$ cat src/design/tmr_pkg.sv
// Operation
// - link clock is the pixel clock, one period per pixel
// - each lane carries one 10-bit character per 8-bit component
// - lanes oversampled 4x per bit, up to one pixel of lane skew tolerated
// - four sampling phases at ten times pixel rate locate each lane's bits
// - data characters are transition-minimized, blanking ones transition-maximized
// - bit alignment per lane, acquired in blanking, kept while link active
// - horizontal sync jitter of one pixel early or late is absorbed
// - horizontal sync is rebuilt from data enable and the pixel clock
// - horizontal sync edges are snapped to a fixed place relative to data
// - a stable horizontal sync passes through unchanged
// - pixels-per-clock select: 0 one pixel, 1 two pixels per clock
// - latch edge select: 0 falling edge, 1 rising edge
// - clock gate select: 0 free-running, 1 clock gated low in blanking
// - power-down low floats all outputs except link flag and control bit 1
// - power-down input defaults to normal driving when left open
// - red on lane 2, green on lane 1, blue on lane 0
// - link flag drops after 1e6 idle pixels, rises on two enable edges in 1024
// - output clock period is two pixels in pair mode, else one

package tmr_pkg;

  localparam int LANES  = 3;
  localparam int CHAR_W = 10;
  localparam int OVS    = 4;
  localparam int SAMP_W = CHAR_W * OVS;

  // ---------------------------------------------------------------
  // register map
  // ---------------------------------------------------------------
  localparam logic [3:0] CONFIG_OFS   = 4'h0;
  localparam logic [3:0] STATUS_OFS   = 4'h4;
  localparam int         CFG_PIXS_BIT = 0;
  localparam int         CFG_EDGE_BIT = 1;
  localparam int         CFG_GATE_BIT = 2;
  localparam logic [2:0] CONFIG_RESET = 3'h0;

  // ---------------------------------------------------------------
  // line coding and timing
  // ---------------------------------------------------------------
  localparam logic [9:0] CTRL_CODE0 = 10'h354;
  localparam logic [9:0] CTRL_CODE1 = 10'h0AB;
  localparam logic [9:0] CTRL_CODE2 = 10'h154;
  localparam logic [9:0] CTRL_CODE3 = 10'h2AB;
  localparam int PHASE_WINDOW   = 64;
  localparam int LOCK_MATCHES   = 8;
  localparam int ACTIVE_WINDOW  = 1024;
  localparam int INACTIVE_PIX   = 1000000;
  localparam int REGEN_DELAY    = 2;

  typedef enum logic [1:0] {
    LANE_PHASE  = 2'b00,
    LANE_SEARCH = 2'b01,
    LANE_LOCKED = 2'b10
  } tmr_lane_state_e;

  function automatic logic tmr_is_ctrl(input logic [9:0] c);
    return (c == CTRL_CODE0) || (c == CTRL_CODE1) ||
           (c == CTRL_CODE2) || (c == CTRL_CODE3);
  endfunction

  function automatic logic [1:0] tmr_ctrl_bits(input logic [9:0] c);
    case (c)
      CTRL_CODE1: return 2'h1;
      CTRL_CODE2: return 2'h2;
      CTRL_CODE3: return 2'h3;
      default:    return 2'h0;
    endcase
  endfunction

  function automatic logic [7:0] tmr_decode(input logic [9:0] c);
    logic [7:0] d;
    logic [7:0] q;
    d = c[9] ? ~c[7:0] : c[7:0];
    q[0] = d[0];
    for (int i = 1; i < 8; i++)
      q[i] = c[8] ? (d[i] ^ d[i-1]) : ~(d[i] ^ d[i-1]);
    return q;
  endfunction

  function automatic logic [9:0] tmr_pick(input logic [SAMP_W-1:0] s,
                                          input logic [1:0] ph);
    logic [9:0] b;
    b = '0;
    for (int i = 0; i < CHAR_W; i++)
      b[i] = s[OVS*i + int'(ph)];
    return b;
  endfunction

  function automatic logic [3:0] tmr_edges(input logic [SAMP_W-1:0] s,
                                           input int k);
    logic [3:0] n;
    n = 4'h0;
    for (int i = 0; i < CHAR_W; i++)
      if ((OVS*i + k) > 0 && s[OVS*i + k] != s[OVS*i + k - 1])
        n = n + 4'h1;
    return n;
  endfunction

endpackage

$ cat src/design/tmr_receiver.sv
`timescale 1ns/1ps
module tmr_receiver
  import tmr_pkg::*;
#(
  parameter int INACTIVE_PIXELS = INACTIVE_PIX
)(
  input  wire logic                    clock_i,
  input  wire logic                    reset_n_i,
  input  wire logic                    wb_cyc_i,
  input  wire logic                    wb_stb_i,
  input  wire logic                    wb_we_i,
  input  wire logic [3:0]              wb_adr_i,
  input  wire logic [31:0]             wb_dat_i,
  input  wire logic [3:0]              wb_sel_i,
  output logic      [31:0]             wb_dat_o,
  output logic                         wb_ack_o,
  input  wire logic                    link_clock_i,
  input  wire logic [LANES*SAMP_W-1:0] lane_samples_i,
  input  wire logic                    output_driver_powerdown_n_i,
  output logic      [23:0]             even_pixel_bus_o,
  output logic      [23:0]             odd_pixel_bus_o,
  output logic                         data_enable_o,
  output logic                         hsync_o,
  output logic                         vsync_o,
  output logic                         user_control_bit1_o,
  output logic                         user_control_bit2_o,
  output logic                         user_control_bit3_o,
  output logic                         output_pixel_clock_o,
  output logic                         outputs_enable_o,
  output logic                         link_active_flag_o
);

  localparam int IDLE_W = $clog2(INACTIVE_PIXELS + ACTIVE_WINDOW + 1);

  // ---------------------------------------------------------------
  // synchronisers
  // ---------------------------------------------------------------
  logic [2:0]              lclk_sync;
  logic [LANES*SAMP_W-1:0] samp_s1;
  logic [LANES*SAMP_W-1:0] samp_s2;
  logic                    pdo_s1;
  logic                    pdo_s2;

  always_ff @(posedge clock_i or negedge reset_n_i)
  begin
    if (!reset_n_i)
    begin
      lclk_sync <= 3'h0;
      samp_s1   <= '0;
      samp_s2   <= '0;
      pdo_s1    <= 1'b1;
      pdo_s2    <= 1'b1;
    end
    else
    begin
      lclk_sync <= {lclk_sync[1:0], link_clock_i};
      samp_s1   <= lane_samples_i;
      samp_s2   <= samp_s1;
      pdo_s1    <= output_driver_powerdown_n_i;
      pdo_s2    <= pdo_s1;
    end
  end

  // one link clock edge per pixel
  wire pix_stb = lclk_sync[1] & ~lclk_sync[2];

  // half-period point, used by the one-pixel output clock
  logic [7:0] per_cnt;
  logic [7:0] per_len;
  wire        mid_stb = ~pix_stb & (per_cnt == {1'b0, per_len[7:1]});

  always_ff @(posedge clock_i or negedge reset_n_i)
  begin
    if (!reset_n_i)
    begin
      per_cnt <= 8'h0;
      per_len <= 8'h0;
    end
    else if (pix_stb)
    begin
      per_cnt <= 8'h1;
      per_len <= per_cnt;
    end
    else if (per_cnt != 8'hFF)
      per_cnt <= per_cnt + 8'h1;
  end

  // ---------------------------------------------------------------
  // per-lane phase pick and bit alignment
  // ---------------------------------------------------------------
  logic                      link_active;
  logic                      link_active_q;
  wire                       link_lost = link_active_q & ~link_active;
  wire  [LANES*CHAR_W-1:0]   raw_chars;
  wire  [LANES*CHAR_W-1:0]   dly_chars;
  wire  [LANES-1:0]          lane_locked;

  for (genvar l = 0; l < LANES; l++)
  begin : g_lane
    tmr_lane_state_e state;
    logic [1:0]      phase;
    logic [1:0]      best;
    logic [9:0]      edge_cnt [OVS];
    logic [6:0]      win_cnt;
    logic [9:0]      hist_prev;
    logic [3:0]      offset;
    logic [3:0]      cand;
    logic [3:0]      match_cnt;
    logic [9:0]      chr;
    logic [9:0]      chr_d;
    logic            found;
    logic [3:0]      found_ofs;
    wire [SAMP_W-1:0] s = samp_s2[l*SAMP_W +: SAMP_W];
    // ten bits, one in four samples
    wire [9:0]  bits_now = tmr_pick(s, phase);
    wire [19:0] hist     = {bits_now, hist_prev};

    // sample farthest from the busiest edge phase
    always_comb
    begin
      best = 2'h0;
      for (int k = 1; k < OVS; k++)
        if (edge_cnt[k] > edge_cnt[best])
          best = 2'(k);
    end

    // blanking characters mark the bit boundary
    always_comb
    begin
      found     = 1'b0;
      found_ofs = 4'h0;
      for (int o = CHAR_W - 1; o >= 0; o--)
        if (tmr_is_ctrl(hist[o +: CHAR_W]))
        begin
          found     = 1'b1;
          found_ofs = 4'(o);
        end
    end

    always_ff @(posedge clock_i or negedge reset_n_i)
    begin
      if (!reset_n_i)
      begin
        state     <= LANE_PHASE;
        phase     <= 2'h0;
        win_cnt   <= 7'h0;
        hist_prev <= 10'h0;
        offset    <= 4'h0;
        cand      <= 4'h0;
        match_cnt <= 4'h0;
        chr       <= 10'h0;
        chr_d     <= 10'h0;
        for (int k = 0; k < OVS; k++)
          edge_cnt[k] <= 10'h0;
      end
      // lock dropped only when the link goes inactive
      else if (link_lost)
      begin
        state   <= LANE_PHASE;
        win_cnt <= 7'h0;
        for (int k = 0; k < OVS; k++)
          edge_cnt[k] <= 10'h0;
      end
      else if (pix_stb)
      begin
        hist_prev <= bits_now;
        chr       <= hist[offset +: CHAR_W];
        chr_d     <= chr;
        case (state)
          LANE_PHASE:
          begin
            for (int k = 0; k < OVS; k++)
              edge_cnt[k] <= edge_cnt[k] + {6'h0, tmr_edges(s, k)};
            win_cnt <= win_cnt + 7'h1;
            if (win_cnt == 7'(PHASE_WINDOW - 1))
            begin
              phase <= best + 2'h2;
              state <= LANE_SEARCH;
              for (int k = 0; k < OVS; k++)
                edge_cnt[k] <= 10'h0;
            end
          end
          LANE_SEARCH:
          begin
            // eight matches fit well inside a blanking gap
            if (found && found_ofs == cand)
            begin
              match_cnt <= match_cnt + 4'h1;
              if (match_cnt == 4'(LOCK_MATCHES - 1))
              begin
                offset <= cand;
                state  <= LANE_LOCKED;
              end
            end
            else if (found)
            begin
              cand      <= found_ofs;
              match_cnt <= 4'h1;
            end
            else
              match_cnt <= 4'h0;
          end
          LANE_LOCKED:
            state <= LANE_LOCKED;
          default:
            state <= LANE_PHASE;
        endcase
      end
    end

    assign raw_chars[l*CHAR_W +: CHAR_W] = chr;
    assign dly_chars[l*CHAR_W +: CHAR_W] = chr_d;
    assign lane_locked[l]                = (state == LANE_LOCKED);
  end

  // ---------------------------------------------------------------
  // lane deskew
  // ---------------------------------------------------------------
  logic [LANES-1:0] delay_sel;
  logic             skew_done;
  logic [LANES-1:0] raw_de;

  always_comb
  begin
    for (int l = 0; l < LANES; l++)
      raw_de[l] = ~tmr_is_ctrl(raw_chars[l*CHAR_W +: CHAR_W]);
  end

  // early lanes wait one character for the late ones
  always_ff @(posedge clock_i or negedge reset_n_i)
  begin
    if (!reset_n_i)
    begin
      delay_sel <= '0;
      skew_done <= 1'b0;
    end
    else if (lane_locked != '1)
    begin
      delay_sel <= '0;
      skew_done <= 1'b0;
    end
    else if (pix_stb && !skew_done && raw_de != '0)
    begin
      delay_sel <= (raw_de == '1) ? '0 : raw_de;
      skew_done <= 1'b1;
    end
  end

  logic [9:0] lane_chr [LANES];
  always_comb
  begin
    for (int l = 0; l < LANES; l++)
      lane_chr[l] = delay_sel[l] ? dly_chars[l*CHAR_W +: CHAR_W]
                                 : raw_chars[l*CHAR_W +: CHAR_W];
  end

  // blue lane 0, green lane 1, red lane 2
  wire        de_now  = skew_done & ~tmr_is_ctrl(lane_chr[0]) &
                        ~tmr_is_ctrl(lane_chr[1]) & ~tmr_is_ctrl(lane_chr[2]);
  wire [23:0] pix_now = {tmr_decode(lane_chr[2]), tmr_decode(lane_chr[1]),
                         tmr_decode(lane_chr[0])};
  wire [1:0]  c0_now  = tmr_ctrl_bits(lane_chr[0]);
  wire [1:0]  c1_now  = tmr_ctrl_bits(lane_chr[1]);
  wire [1:0]  c2_now  = tmr_ctrl_bits(lane_chr[2]);

  // ---------------------------------------------------------------
  // decode stage, delay line and sync regeneration
  // ---------------------------------------------------------------
  logic        de_s0;
  logic        hs_s0;
  logic [27:0] vid_d [REGEN_DELAY + 1];
  logic [15:0] line_cnt;
  logic [15:0] edge_ref [2];
  logic [1:0]  armed;
  logic        hs_regen;
  logic [1:0]  hs_ev;
  logic [1:0]  fire;

  wire hs_now = de_now ? hs_s0 : c0_now[0];
  wire [15:0] hpos = (de_s0 && !de_now) ? 16'hFFFF : line_cnt;
  assign hs_ev = {hs_s0 & ~hs_now, hs_now & ~hs_s0};

  function automatic logic near_ref(input logic [15:0] a,
                                    input logic [15:0] r);
    return (a == r) || (a == 16'(r + 16'h1)) || (16'(a + 16'h1) == r);
  endfunction

  always_comb
  begin
    for (int e = 0; e < 2; e++)
      fire[e] = armed[e] & (line_cnt == 16'(edge_ref[e] + REGEN_DELAY));
  end

  always_ff @(posedge clock_i or negedge reset_n_i)
  begin
    if (!reset_n_i)
    begin
      de_s0    <= 1'b0;
      hs_s0    <= 1'b0;
      line_cnt <= 16'h0;
      armed    <= 2'h0;
      hs_regen <= 1'b0;
      for (int e = 0; e < 2; e++)
        edge_ref[e] <= 16'h0;
      for (int i = 0; i <= REGEN_DELAY; i++)
        vid_d[i] <= 28'h0;
    end
    else if (pix_stb)
    begin
      de_s0 <= de_now;
      hs_s0 <= hs_now;
      // controls hold their blanking value through active video
      vid_d[0] <= {de_now, pix_now,
                   de_now ? vid_d[0][2:0] : {c2_now, c1_now[1]}};
      for (int i = 1; i <= REGEN_DELAY; i++)
        vid_d[i] <= vid_d[i-1];
      // line position counted from the end of data enable
      if (de_s0 && !de_now)
        line_cnt <= 16'h0;
      else if (line_cnt != 16'hFFFF)
        line_cnt <= line_cnt + 16'h1;
      for (int e = 0; e < 2; e++)
      begin
        // output edge placed at the remembered position
        if (fire[e])
        begin
          armed[e] <= 1'b0;
          hs_regen <= (e == 0);
        end
        // one pixel either way keeps the old position
        if (hs_ev[e])
        begin
          armed[e]    <= 1'b1;
          edge_ref[e] <= near_ref(hpos, edge_ref[e]) ? edge_ref[e]
                                                     : hpos;
        end
      end
    end
  end

  // vsync runs beside vid_d in vs_s0 and vs_d, with the same delay
  logic vs_s0;
  logic [REGEN_DELAY-1:0] vs_d;
  always_ff @(posedge clock_i or negedge reset_n_i)
  begin
    if (!reset_n_i)
    begin
      vs_s0 <= 1'b0;
      vs_d  <= '0;
    end
    else if (pix_stb)
    begin
      vs_s0 <= de_now ? vs_s0 : c0_now[1];
      vs_d  <= {vs_d[REGEN_DELAY-2:0], vs_s0};
    end
  end

  // ---------------------------------------------------------------
  // link activity
  // ---------------------------------------------------------------
  logic [IDLE_W-1:0] idle_cnt;
  logic              tr_seen;

  always_ff @(posedge clock_i or negedge reset_n_i)
  begin
    if (!reset_n_i)
    begin
      idle_cnt      <= '0;
      tr_seen       <= 1'b0;
      link_active   <= 1'b0;
      link_active_q <= 1'b0;
    end
    else
    begin
      link_active_q <= link_active;
      if (pix_stb && de_now != de_s0)
      begin
        idle_cnt <= '0;
        tr_seen  <= 1'b1;
        if (tr_seen && idle_cnt < IDLE_W'(ACTIVE_WINDOW))
          link_active <= 1'b1;
      end
      else if (pix_stb && idle_cnt != IDLE_W'(INACTIVE_PIXELS))
        idle_cnt <= idle_cnt + IDLE_W'(1);
      else if (idle_cnt == IDLE_W'(INACTIVE_PIXELS))
      begin
        link_active <= 1'b0;
        tr_seen     <= 1'b0;
      end
    end
  end

  // ---------------------------------------------------------------
  // output formatting
  // ---------------------------------------------------------------
  logic [2:0]  cfg;
  logic        pair_odd;
  logic [23:0] even_hold;
  logic        ck_base;

  wire [27:0] vo     = vid_d[REGEN_DELAY];
  wire        pixs   = cfg[CFG_PIXS_BIT];
  wire        vo_de  = vo[27];
  wire        launch = pix_stb & (~pixs | pair_odd);
  wire        next_de = launch ? vo_de : data_enable_o;
  // pair mode holds the clock high for one pixel and low for the next
  wire next_base = pixs ? (pix_stb ? launch : ck_base)
                        : (pix_stb ? 1'b1 : (mid_stb ? 1'b0 : ck_base));
  // rising latch edge inverts the clock
  // gating holds the clock low in blanking
  wire next_ck = (cfg[CFG_GATE_BIT] & ~next_de) ? 1'b0
                                                : next_base ^ cfg[CFG_EDGE_BIT];

  always_ff @(posedge clock_i or negedge reset_n_i)
  begin
    if (!reset_n_i)
    begin
      pair_odd             <= 1'b0;
      even_hold            <= 24'h0;
      ck_base              <= 1'b0;
      output_pixel_clock_o <= 1'b0;
      even_pixel_bus_o     <= 24'h0;
      odd_pixel_bus_o      <= 24'h0;
      data_enable_o        <= 1'b0;
      hsync_o              <= 1'b0;
      vsync_o              <= 1'b0;
      user_control_bit1_o  <= 1'b0;
      user_control_bit2_o  <= 1'b0;
      user_control_bit3_o  <= 1'b0;
      outputs_enable_o     <= 1'b1;
      link_active_flag_o   <= 1'b0;
    end
    else
    begin
      ck_base              <= next_base;
      output_pixel_clock_o <= next_ck;
      // only link flag and control bit 1 stay driven
      // data keeps running so the release is immediate
      outputs_enable_o     <= pdo_s2;
      link_active_flag_o   <= link_active;
      // first of a pair waits for its partner
      if (pix_stb)
      begin
        pair_odd  <= pixs & ~pair_odd & ~(vid_d[REGEN_DELAY-1][27] & ~vo_de);
        even_hold <= vo[26:3];
      end
      // one or two pixels per launch
      if (launch)
      begin
        even_pixel_bus_o    <= pixs ? even_hold : vo[26:3];
        odd_pixel_bus_o     <= pixs ? vo[26:3] : 24'h0;
        data_enable_o       <= vo_de;
        // stable input comes out delayed like data
        hsync_o             <= hs_regen;
        vsync_o             <= vs_d[REGEN_DELAY-1];
        user_control_bit1_o <= vo[0];
        user_control_bit2_o <= vo[1];
        user_control_bit3_o <= vo[2];
      end
    end
  end

  // ---------------------------------------------------------------
  // wishbone slave
  // ---------------------------------------------------------------
  wire        wb_req  = wb_cyc_i & wb_stb_i;
  wire        hit_cfg = (wb_adr_i == CONFIG_OFS);
  wire        hit_st  = (wb_adr_i == STATUS_OFS);
  wire [31:0] rd_mux  = hit_cfg ? {29'h0, cfg}
                      : hit_st  ? {27'h0, skew_done, lane_locked, link_active}
                      : 32'h0;

  always_ff @(posedge clock_i or negedge reset_n_i)
  begin
    if (!reset_n_i)
    begin
      wb_ack_o <= 1'b0;
      wb_dat_o <= 32'h0;
      cfg      <= CONFIG_RESET;
    end
    else
    begin
      wb_ack_o <= wb_req & ~wb_ack_o;
      if (wb_req && !wb_ack_o)
        wb_dat_o <= rd_mux;
      if (wb_req && wb_ack_o && wb_we_i && hit_cfg && wb_sel_i[0])
        cfg <= wb_dat_i[2:0];
    end
  end

endmodule // tmr_receiver

$ cat config.mk
export PLATFORM = sky130hd
export DESIGN_NAME = tmr_receiver
export DESIGN_NICKNAME = d
export VERILOG_FILES = /design/src/design/tmr_pkg.sv /design/src/design/tmr_receiver.sv
export SDC_FILE = /design/constraint.sdc
export NUM_CORES = 2
export LEC_CHECK = 0
export BUFFER_PORTS_ARGS = -buffer_cell sky130_fd_sc_hd__buf_2
export CORE_ASPECT_RATIO = 0.8
export CORE_UTILIZATION = 60
export CTS_CLUSTER_SIZE = 16
export DETAILED_ROUTE_END_ITERATION = 12
export PLACE_DENSITY = 0.78
export RECOVER_POWER = 100
export SYNTH_ARGS = -nofsm -noshare
export SYNTH_HDL_FRONTEND = slang
export SYNTH_SLANG_ARGS = --single-unit
$ cat constraint.sdc
create_clock -name clock_i -period 7.7 [get_ports clock_i]
set_input_delay 0.385 -clock clock_i [delete_from_list [all_inputs] [get_ports clock_i]]
set_output_delay 0.385 -clock clock_i [all_outputs]
set_load 0.05 [all_outputs]
Word-level counts from Yosys, hierarchy flattened
Index checks and enable logic that the tools add are counted.

word-level totals
  register bits after elaboration = 825
  bits in latches = 0
  RAM bits = 0
  memory bits (read-only) = 0
  input port bits = 167
  word-level logic and storage cells = 1615
  memories = 0

operators by class
  $add $sub $neg = 161
  multipliers = 0
  divide/modulo/power cells = 0
  $lt $le $gt $ge = 46
  equality and inequality tests = 304
  shift operators = 3
  mux-type cells = 751
  bitwise logic cells = 94
  reductions and logical operators = 174

operators with widths
  cell                     count
  $mux W4                  489
  $eq A10 B10 Y1 const B   72
  $mux W40                 12
  $add A4 B1 Y4 const B    108
  $eq A10 B8 Y1 const B    36
  $eq A10 B9 Y1 const B    36
  $bmux W1 S6              27
  $mux W10                 15
  $mux W1                  146
  $eq A16 B16 Y1           8
  $add A10 B4 Y10          12
  $bmux W10 S2             6
  $ne A1 B1 Y1             118
  $logic_or A1 B1 Y1       112
  $gt A10 B10 Y1           9
  $lt A6 B7 Y1 const B     12
  $add A5 B2 Y6 const A    12
  $add A16 B1 Y16 const B  4
  $mux W7                  9
  $shiftx A20 B5 Y10       3
  $mux W16                 3
  $mux W24                 2
  $not A1 Y1               45
  $add A6 B2 Y7 const A    6
  49 further kinds         231

Longest topological paths before layout
  depth in word-level cells = 55
  gate-level depth with buffers = 35
  depth with buffers taken out = 35

Worst setup path after synthesis
Ideal clock, no wire load.

  path kind = flip-flop to flip-flop
  from = reg samp_s2[42]
  to = reg g_lane[1].edge_cnt[9] (netlist bit)
  data arrival time = 6.231 ns
  data required time = 7.567 ns
  slack = 1.336 ns
  cell stages (with the launch flop) = 30
  buffers on the path = 0
  period minus slack after synthesis = 6.364 ns
  path through = dfrtp_1 -> xor2_1 -> ha_1 -> xor2_1 -> ha_1 -> mux2i_1 -> inv_1 -> ha_1 -> nor2_1 -> a21oi_1 -> ha_1 -> nand2_1 -> a21bo_2 -> ha_1 -> mux2_2 -> ha_1 -> mux2_2 -> ha_1 -> mux2_2 -> ha_1 -> mux2_2 -> ha_1 -> a21o_1 -> a21oi_1 -> nor2b_1 -> o21a_1 -> and3_1 -> nand3_1 -> xor2_1 -> o21ai_0

on the way
  word-level cells in the longest chain between the ends = 55

ends and longest elaborated chain
  item                           RTL line             source
  start, declared                tmr_receiver.sv:40   logic [LANES*SAMP_W-1:0] samp_s2;
  start signal, assigned         tmr_receiver.sv:58   samp_s2 <= samp_s1;
  $ne A1 B1 Y1 (*)               tmr_pkg.sv:95        if ((OVS*i + k) > 0 && s[OVS*i + k] != s[OVS*i + k - 1])
  $mux W1 (*)                    tmr_pkg.sv:95
  $mux W4 (*)                    tmr_receiver.sv:169  case (state)
  $mux W4 (*)                    tmr_receiver.sv:164  else if (pix_stb)
  $mux W4 (*)                    tmr_receiver.sv:157  else if (link_lost)
  $add A4 B1 Y4                  tmr_pkg.sv:96        n = n + 4'h1;
  $mux W4 (*)                    tmr_pkg.sv:95
  $mux W4 (*)                    tmr_receiver.sv:169
  [... 39 more ...]              -
  $mux W4 (*)                    tmr_receiver.sv:169
  $mux W4 (*)                    tmr_receiver.sv:164
  $mux W4 (*)                    tmr_receiver.sv:157
  $add A10 B4 Y10 (*)            tmr_receiver.sv:173  edge_cnt[k] <= edge_cnt[k] + {6'h0, tmr_edges(s, k)};
  $mux W40 (*)                   tmr_receiver.sv:175  if (win_cnt == 7'(PHASE_WINDOW - 1))
  $mux W40 (*)                   tmr_receiver.sv:169
  $mux W40 (*)                   tmr_receiver.sv:164
  $mux W40 (*)                   tmr_receiver.sv:157
  end signal, assigned by index  tmr_receiver.sv:173
  end, declared                  tmr_receiver.sv:103  logic [9:0] edge_cnt [OVS];

Every way passes the cells marked *; elsewhere a longest branch is shown, timed or not. The select of a mux whose other input is x is not followed.
A chain may end at the register's enable or synchronous reset.

Final worst setup path
  from = reg delay_sel[0]
  to = reg edge_ref[21] (netlist bit)

on the way
  word-level cells in the longest chain between the ends = 17
  elaborated cells between the ends (all ways) = 26

ends and longest elaborated chain
  item                                                         RTL line                      source
  start, declared                                              tmr_receiver.sv:219           logic [LANES-1:0] delay_sel;
  start signal, assigned                                       tmr_receiver.sv:244           delay_sel <= (raw_de == '1) ? '0 : raw_de;
  $mux W10 (*)                                                 tmr_receiver.sv:253           lane_chr[l] = delay_sel[l] ? dly_chars[l*CHAR_W +: CHAR_W]
  $eq A10 B10 Y1 / $eq A10 B8 Y1 (equally long branches)       tmr_pkg.sv:58, tmr_pkg.sv:63
  $logic_or A1 B1 Y1 (2 in series)                             tmr_pkg.sv:58                 return (c == CTRL_CODE0) || (c == CTRL_CODE1) ||
  $logic_or A1 B1 Y1                                           tmr_pkg.sv:59                 (c == CTRL_CODE2) || (c == CTRL_CODE3);
  $not A1 Y1                                                   tmr_receiver.sv:258           wire de_now = skew_done & ~tmr_is_ctrl(lane_chr[0]) &
  $and A1 B1 Y1 (2 in series)                                  tmr_receiver.sv:258
  $and A1 B1 Y1                                                tmr_receiver.sv:259           ~tmr_is_ctrl(lane_chr[1]) & ~tmr_is_ctrl(lane_chr[2]);
  $logic_not A1 Y1                                             tmr_receiver.sv:280           wire [15:0] hpos = (de_s0 && !de_now) ? 16'hFFFF : line_cnt;
  $logic_and A1 B1 Y1                                          tmr_receiver.sv:280
  $mux W16                                                     tmr_receiver.sv:280
  $add A16 B1 Y16 / $eq A16 B16 Y1 (equally long branches)     tmr_receiver.sv:285           return (a == r) || (a == 16'(r + 16'h1)) || (16'(a + 16'h1) == r);
  $eq A16 B16 Y1 / $logic_or A1 B1 Y1 (equally long branches)  tmr_receiver.sv:285
  $logic_or A1 B1 Y1                                           tmr_receiver.sv:285
  $not A1 Y1 (no line)                                         -
  $reduce_and A3 Y1 (no line)                                  -
  end signal, assigned by index                                tmr_receiver.sv:334           edge_ref[e] <= near_ref(hpos, edge_ref[e]) ? edge_ref[e]
  end, declared                                                tmr_receiver.sv:273           logic [15:0] edge_ref [2];

Every way passes the cells marked *; elsewhere a longest branch is shown, timed or not.

==> out/qor.yml <==
outcome:
  status: "finished, violations left"
  violations: "max-capacitance violations, max-slew violations"
timing:
  worst_pin_slew_ns: 5.365
  setup_viol: 0
  fmax_ghz: 0.1368
  timing.hold.ws_ns: 0.1215
  tns_ns: 0
  finalHoldViolCount: 0
  finalClockSkew_ns: 0.02209
  maxSlewViolCount: 648
  final.period_utilization_pct: 94.95
  rsz0062_at_grt: "no"
  maxSlewHeadroom_pct: -257.7
  layout_min_cycle_time_ns: 7.311
clock_network:
  clk_pin_slew_ns: 0.06
  cts.path.max_buffers: 3
  ctsRootBufferMaster: "clkbuf_16"
  cts_made_buffers: 81
  cts_setup_buffers: 0
  h-tree-depth: 3
  cts_tree: "built"
  cts_sinks: 796
  clk_latency_ns: 0.67
critical_path:
  path_common_cell: "ha_1"
  cp-start-kind: "flip-flop"
  worst_r2r_startpoint: "delay_sel[0]"
  reg2regPathDepth: 18
  required_ns: 8.24
  ff2ff_setup_slack_ns: 0.39
  crit_fanout: 13
  cp.arrival_ns: 7.85
  worst_path_largest_cell_delay_ns: 0.85
  cp_cell_sequence: "mux2i_1 > ha_1 > and4_1 > and2_0 > nor3_1 > nand4_1 > ha_1 > or2_0 > ha_1 > o21ai_0 > or2_2 > o21ai_0 > nand4_1 > nor4_1 > nand3_1 > o41ai_1 > clkbuf_2 > mux2_2"
  slowest_stage: "o41ai_1"
  critPathKind: "flip-flop to flip-flop"
  cp-end-kind: "flip-flop"
  r2r_end: "edge_ref[21]"
pwr:
  sequentialPowerShare_pct: 29.3
  clock_power_share_pct: 22.3
  power.internal_mw: 11.36
  p_sw_share_pct: 40.99
  p_leak_nw: 25.35
  p_comb_share_pct: 48.5
  p_sw_mw: 7.892
  vdd_ir_drop_max_mv: 0.3312
  power_density_mw_per_mm2: 348.8
floorplanning:
  start_util_pct: 61.11
  die_w_microns: 323.6
  rows: 93
  dieArea_sq_mm: 0.08388
  core_area_sq_mm: 0.08122
  fp.dieH_microns: 259.2
  ioPinCount: 257
worst_hold_path:
  hold_path_startpoint: "wb_adr_i[2]"
  hold-path-cell-count: 2
  holdCritPathClass: "input pin to flip-flop"
  min_to: "wb_dat_o[3]"
drt:
  drc: 0
  first_pass_iters: 7
  ant_nets: 0
  vias: 38890
  wirelength_microns: 117500
  vias_per_cell: 5.851
  drt_iter0_markers: 3423
  wl_per_cell_microns: 17.68
yosys:
  yosys-top-cells-area: "dfrtp_1, ha_1, nand2_1"
  yosysWarnings: 0
  synth-edff-count: 0
  synth-async-reset-ratio_pct: 100.0
  yosys_register_bits: 796
  yosys.area.top_type_share_pct: 39.98
  synth_cell_types: 99
  postSynthAreaPerCell_sq_um: 9.380
  yosysSeqAreaShare_pct: 40.14
  ys.flop_type: "dfrtp_1"
  synth_area_leader_cell: "dfrtp_1"
  synthCells: 5291
  netlist_area_sq_mm: 0.04963
global_route:
  grt_usage_pct: 28.08
  grt_pass1_vias: 37870
  overflow: 0
  grt_max_degree: 186
  antenna_found_initial: 0
  grt_pass1_wl_microns: 193600
job:
  drv_cap: 11
finish:
  fin_nets: 5958
  syn_to_final_growth_pct: 11.23
  layout-drive-gt1-share_pct: 8.227
  multi_input_area_sq_mm: 0.02773
  fillers: 6320
  post-route-util_pct: 67.97
  seq_area_sq_mm: 0.01992
  diodes: 0
placement:
  io_buffers: 197
  dpl.hpwl_microns: 79820
  globalplace.congestion: 0.9107
## Yosys cell counts (all sizes together) (7+ instances only)
master   instances
nor4            24
o31ai           36
and4             8
a211oi          15
fa              12
nor4bb          13
o21ai          363
nor3            61
nand2b          50
inv            228
o21a            33
dfrtp          793
o211ai          19
a21o            42
nand4           76
or4              7
xnor2          302
a2111oi         10
nor2           319
mux4            48
or3             26
a31oi           38
mux2           129
o41ai           13
and3            55
nand2          886
a22oi           23
mux2i          175
nand3b          12
a21boi           7
or2             24
a21oi          168
and2            19
nor2b           56
clkbuf         201
o22ai           10
nor3b           26
buf             75
nor4b           12
xor2           308
ha             292
a22o            49
nand3          130
nand4b          16
## kinds of logic after synthesis
logic type,synth area share [%]
other cells,0.007556
xor+xnor,10.95
simple gates,17.23
fa+ha+maj,7.865
mux,8.702
buf+inv,4.084
compound gates,11.02
flops,40.14
## cell type report
cell class / instances / area share [%]
Tap cell: 1092 / 2.475
Timing Repair Buffer: 363 / 4.352
Clock buffer: 111 / 4.238
Inverter: 228 / 1.550
Multi-Input combinational cell: 4017 / 50.24
Clock inverter: 40 / 1.056
Sequential cell: 796 / 36.09
## worst max path at each step
stage | slack (ns) | cells past startpoint | end | from
floorplan | 1.34 | 29 | g_lane[1].edge_cnt[9] | samp_s2[42]
global placement | 0.96 | 29 | g_lane[1].edge_cnt[9] | samp_s2[42]
detailed placement | 0.77 | 30 | g_lane[2].edge_cnt[29] | samp_s2[84]
CTS | 0.67 | 31 | g_lane[1].edge_cnt[15] | samp_s2[45]
global route | 0.04 | 33 | g_lane[2].phase[0] | g_lane[2].edge_cnt[31]
finish | 0.39 | 18 | edge_ref[21] | delay_sel[0]
## power groups by stage
| stage | logic [mW] | registers (mW) | clock network (mW) |
|---|---|---|---|
| final | 9.33 | 5.63 | 4.29 |
| after global routing | 10.5 | 5.73 | 4.51 |
| after CTS | 9.35 | 5.61 | 4.33 |
| after detailed placement | 9.17 | 5.67 | 0 |
| after global placement | 8.68 | 5.64 | 0 |
| after floorplan | 6.97 | 5.73 | 0 |
## cell usage in the layout, fill, tap and decap left out, types with 114 or more instances in the layout
cell / instances
a21oi_1: 167
buf_2: 114
dfrtp_1: 793
dlygate4sd3_1: 126
ha_1: 292
inv_1: 223
mux2i_1: 175
nand2_1: 885
nand3_1: 130
nor2_1: 318
o21ai_0: 357
xnor2_1: 302
xor2_1: 306
## repair_timing
action / 4_1_cts / 5_1_grt
hold buffers: 126 / 0
endpoints found under the hold margin: 210 / 0
gates resized for setup: 0 / 2
endpoints found under the setup margin: 0 / 1
## layer usage
metal	part of all wire, %	vias up	track usage, %
li1	-	18600	-
met1	46	18920	40.49
met2	46	1164	44.55
met3	5.7	203	3.542
met4	2.3	0	8.019
met5	0	-	0
## registers in the layout (all words and copies together) (netlist names), 7 cells and up
| register | cells |
|---|---|
| g_lane.edge_cnt | 120 |
| samp_s1 | 120 |
| samp_s2 | 120 |
| vid_d | 55 |
| edge_ref | 32 |
| g_lane.chr | 30 |
| g_lane.chr_d | 30 |
| g_lane.hist_prev | 30 |
| vo | 28 |
| even_hold | 24 |
| even_pixel_bus_o | 24 |
| odd_pixel_bus_o | 24 |
| g_lane.win_cnt | 21 |
| idle_cnt | 20 |
| line_cnt | 16 |
| g_lane.cand | 12 |
| g_lane.match_cnt | 12 |
| g_lane.offset | 12 |
| per_cnt | 8 |
| per_len | 7 |
## metrics by stage
step	instance area, sq um	power [mW]	worst slack, ns	cells
final	55200	19.25	0.3890	6647
after global routing	55200	20.71	0.03568	6647
after detailed placement	51340	14.84	0.7741	6370
after floorplan	49730	12.71	1.336	5317
after global placement	51340	14.32	0.9573	6370
after CTS	55530	19.29	0.6678	6647
## critical path, delay by kind of cell (launching register included)
kind | cells | cell delay [ns]
and+or+nand+nor | 9 | 2.48
AOI/OAI and AO/OA | 3 | 1.49
adders and majority gates | 3 | 1.08
muxes | 2 | 0.93
DFF | 1 | 0.71
buffers and inverters | 1 | 0.50
Note: power is estimated with default switching activity, not from simulation.
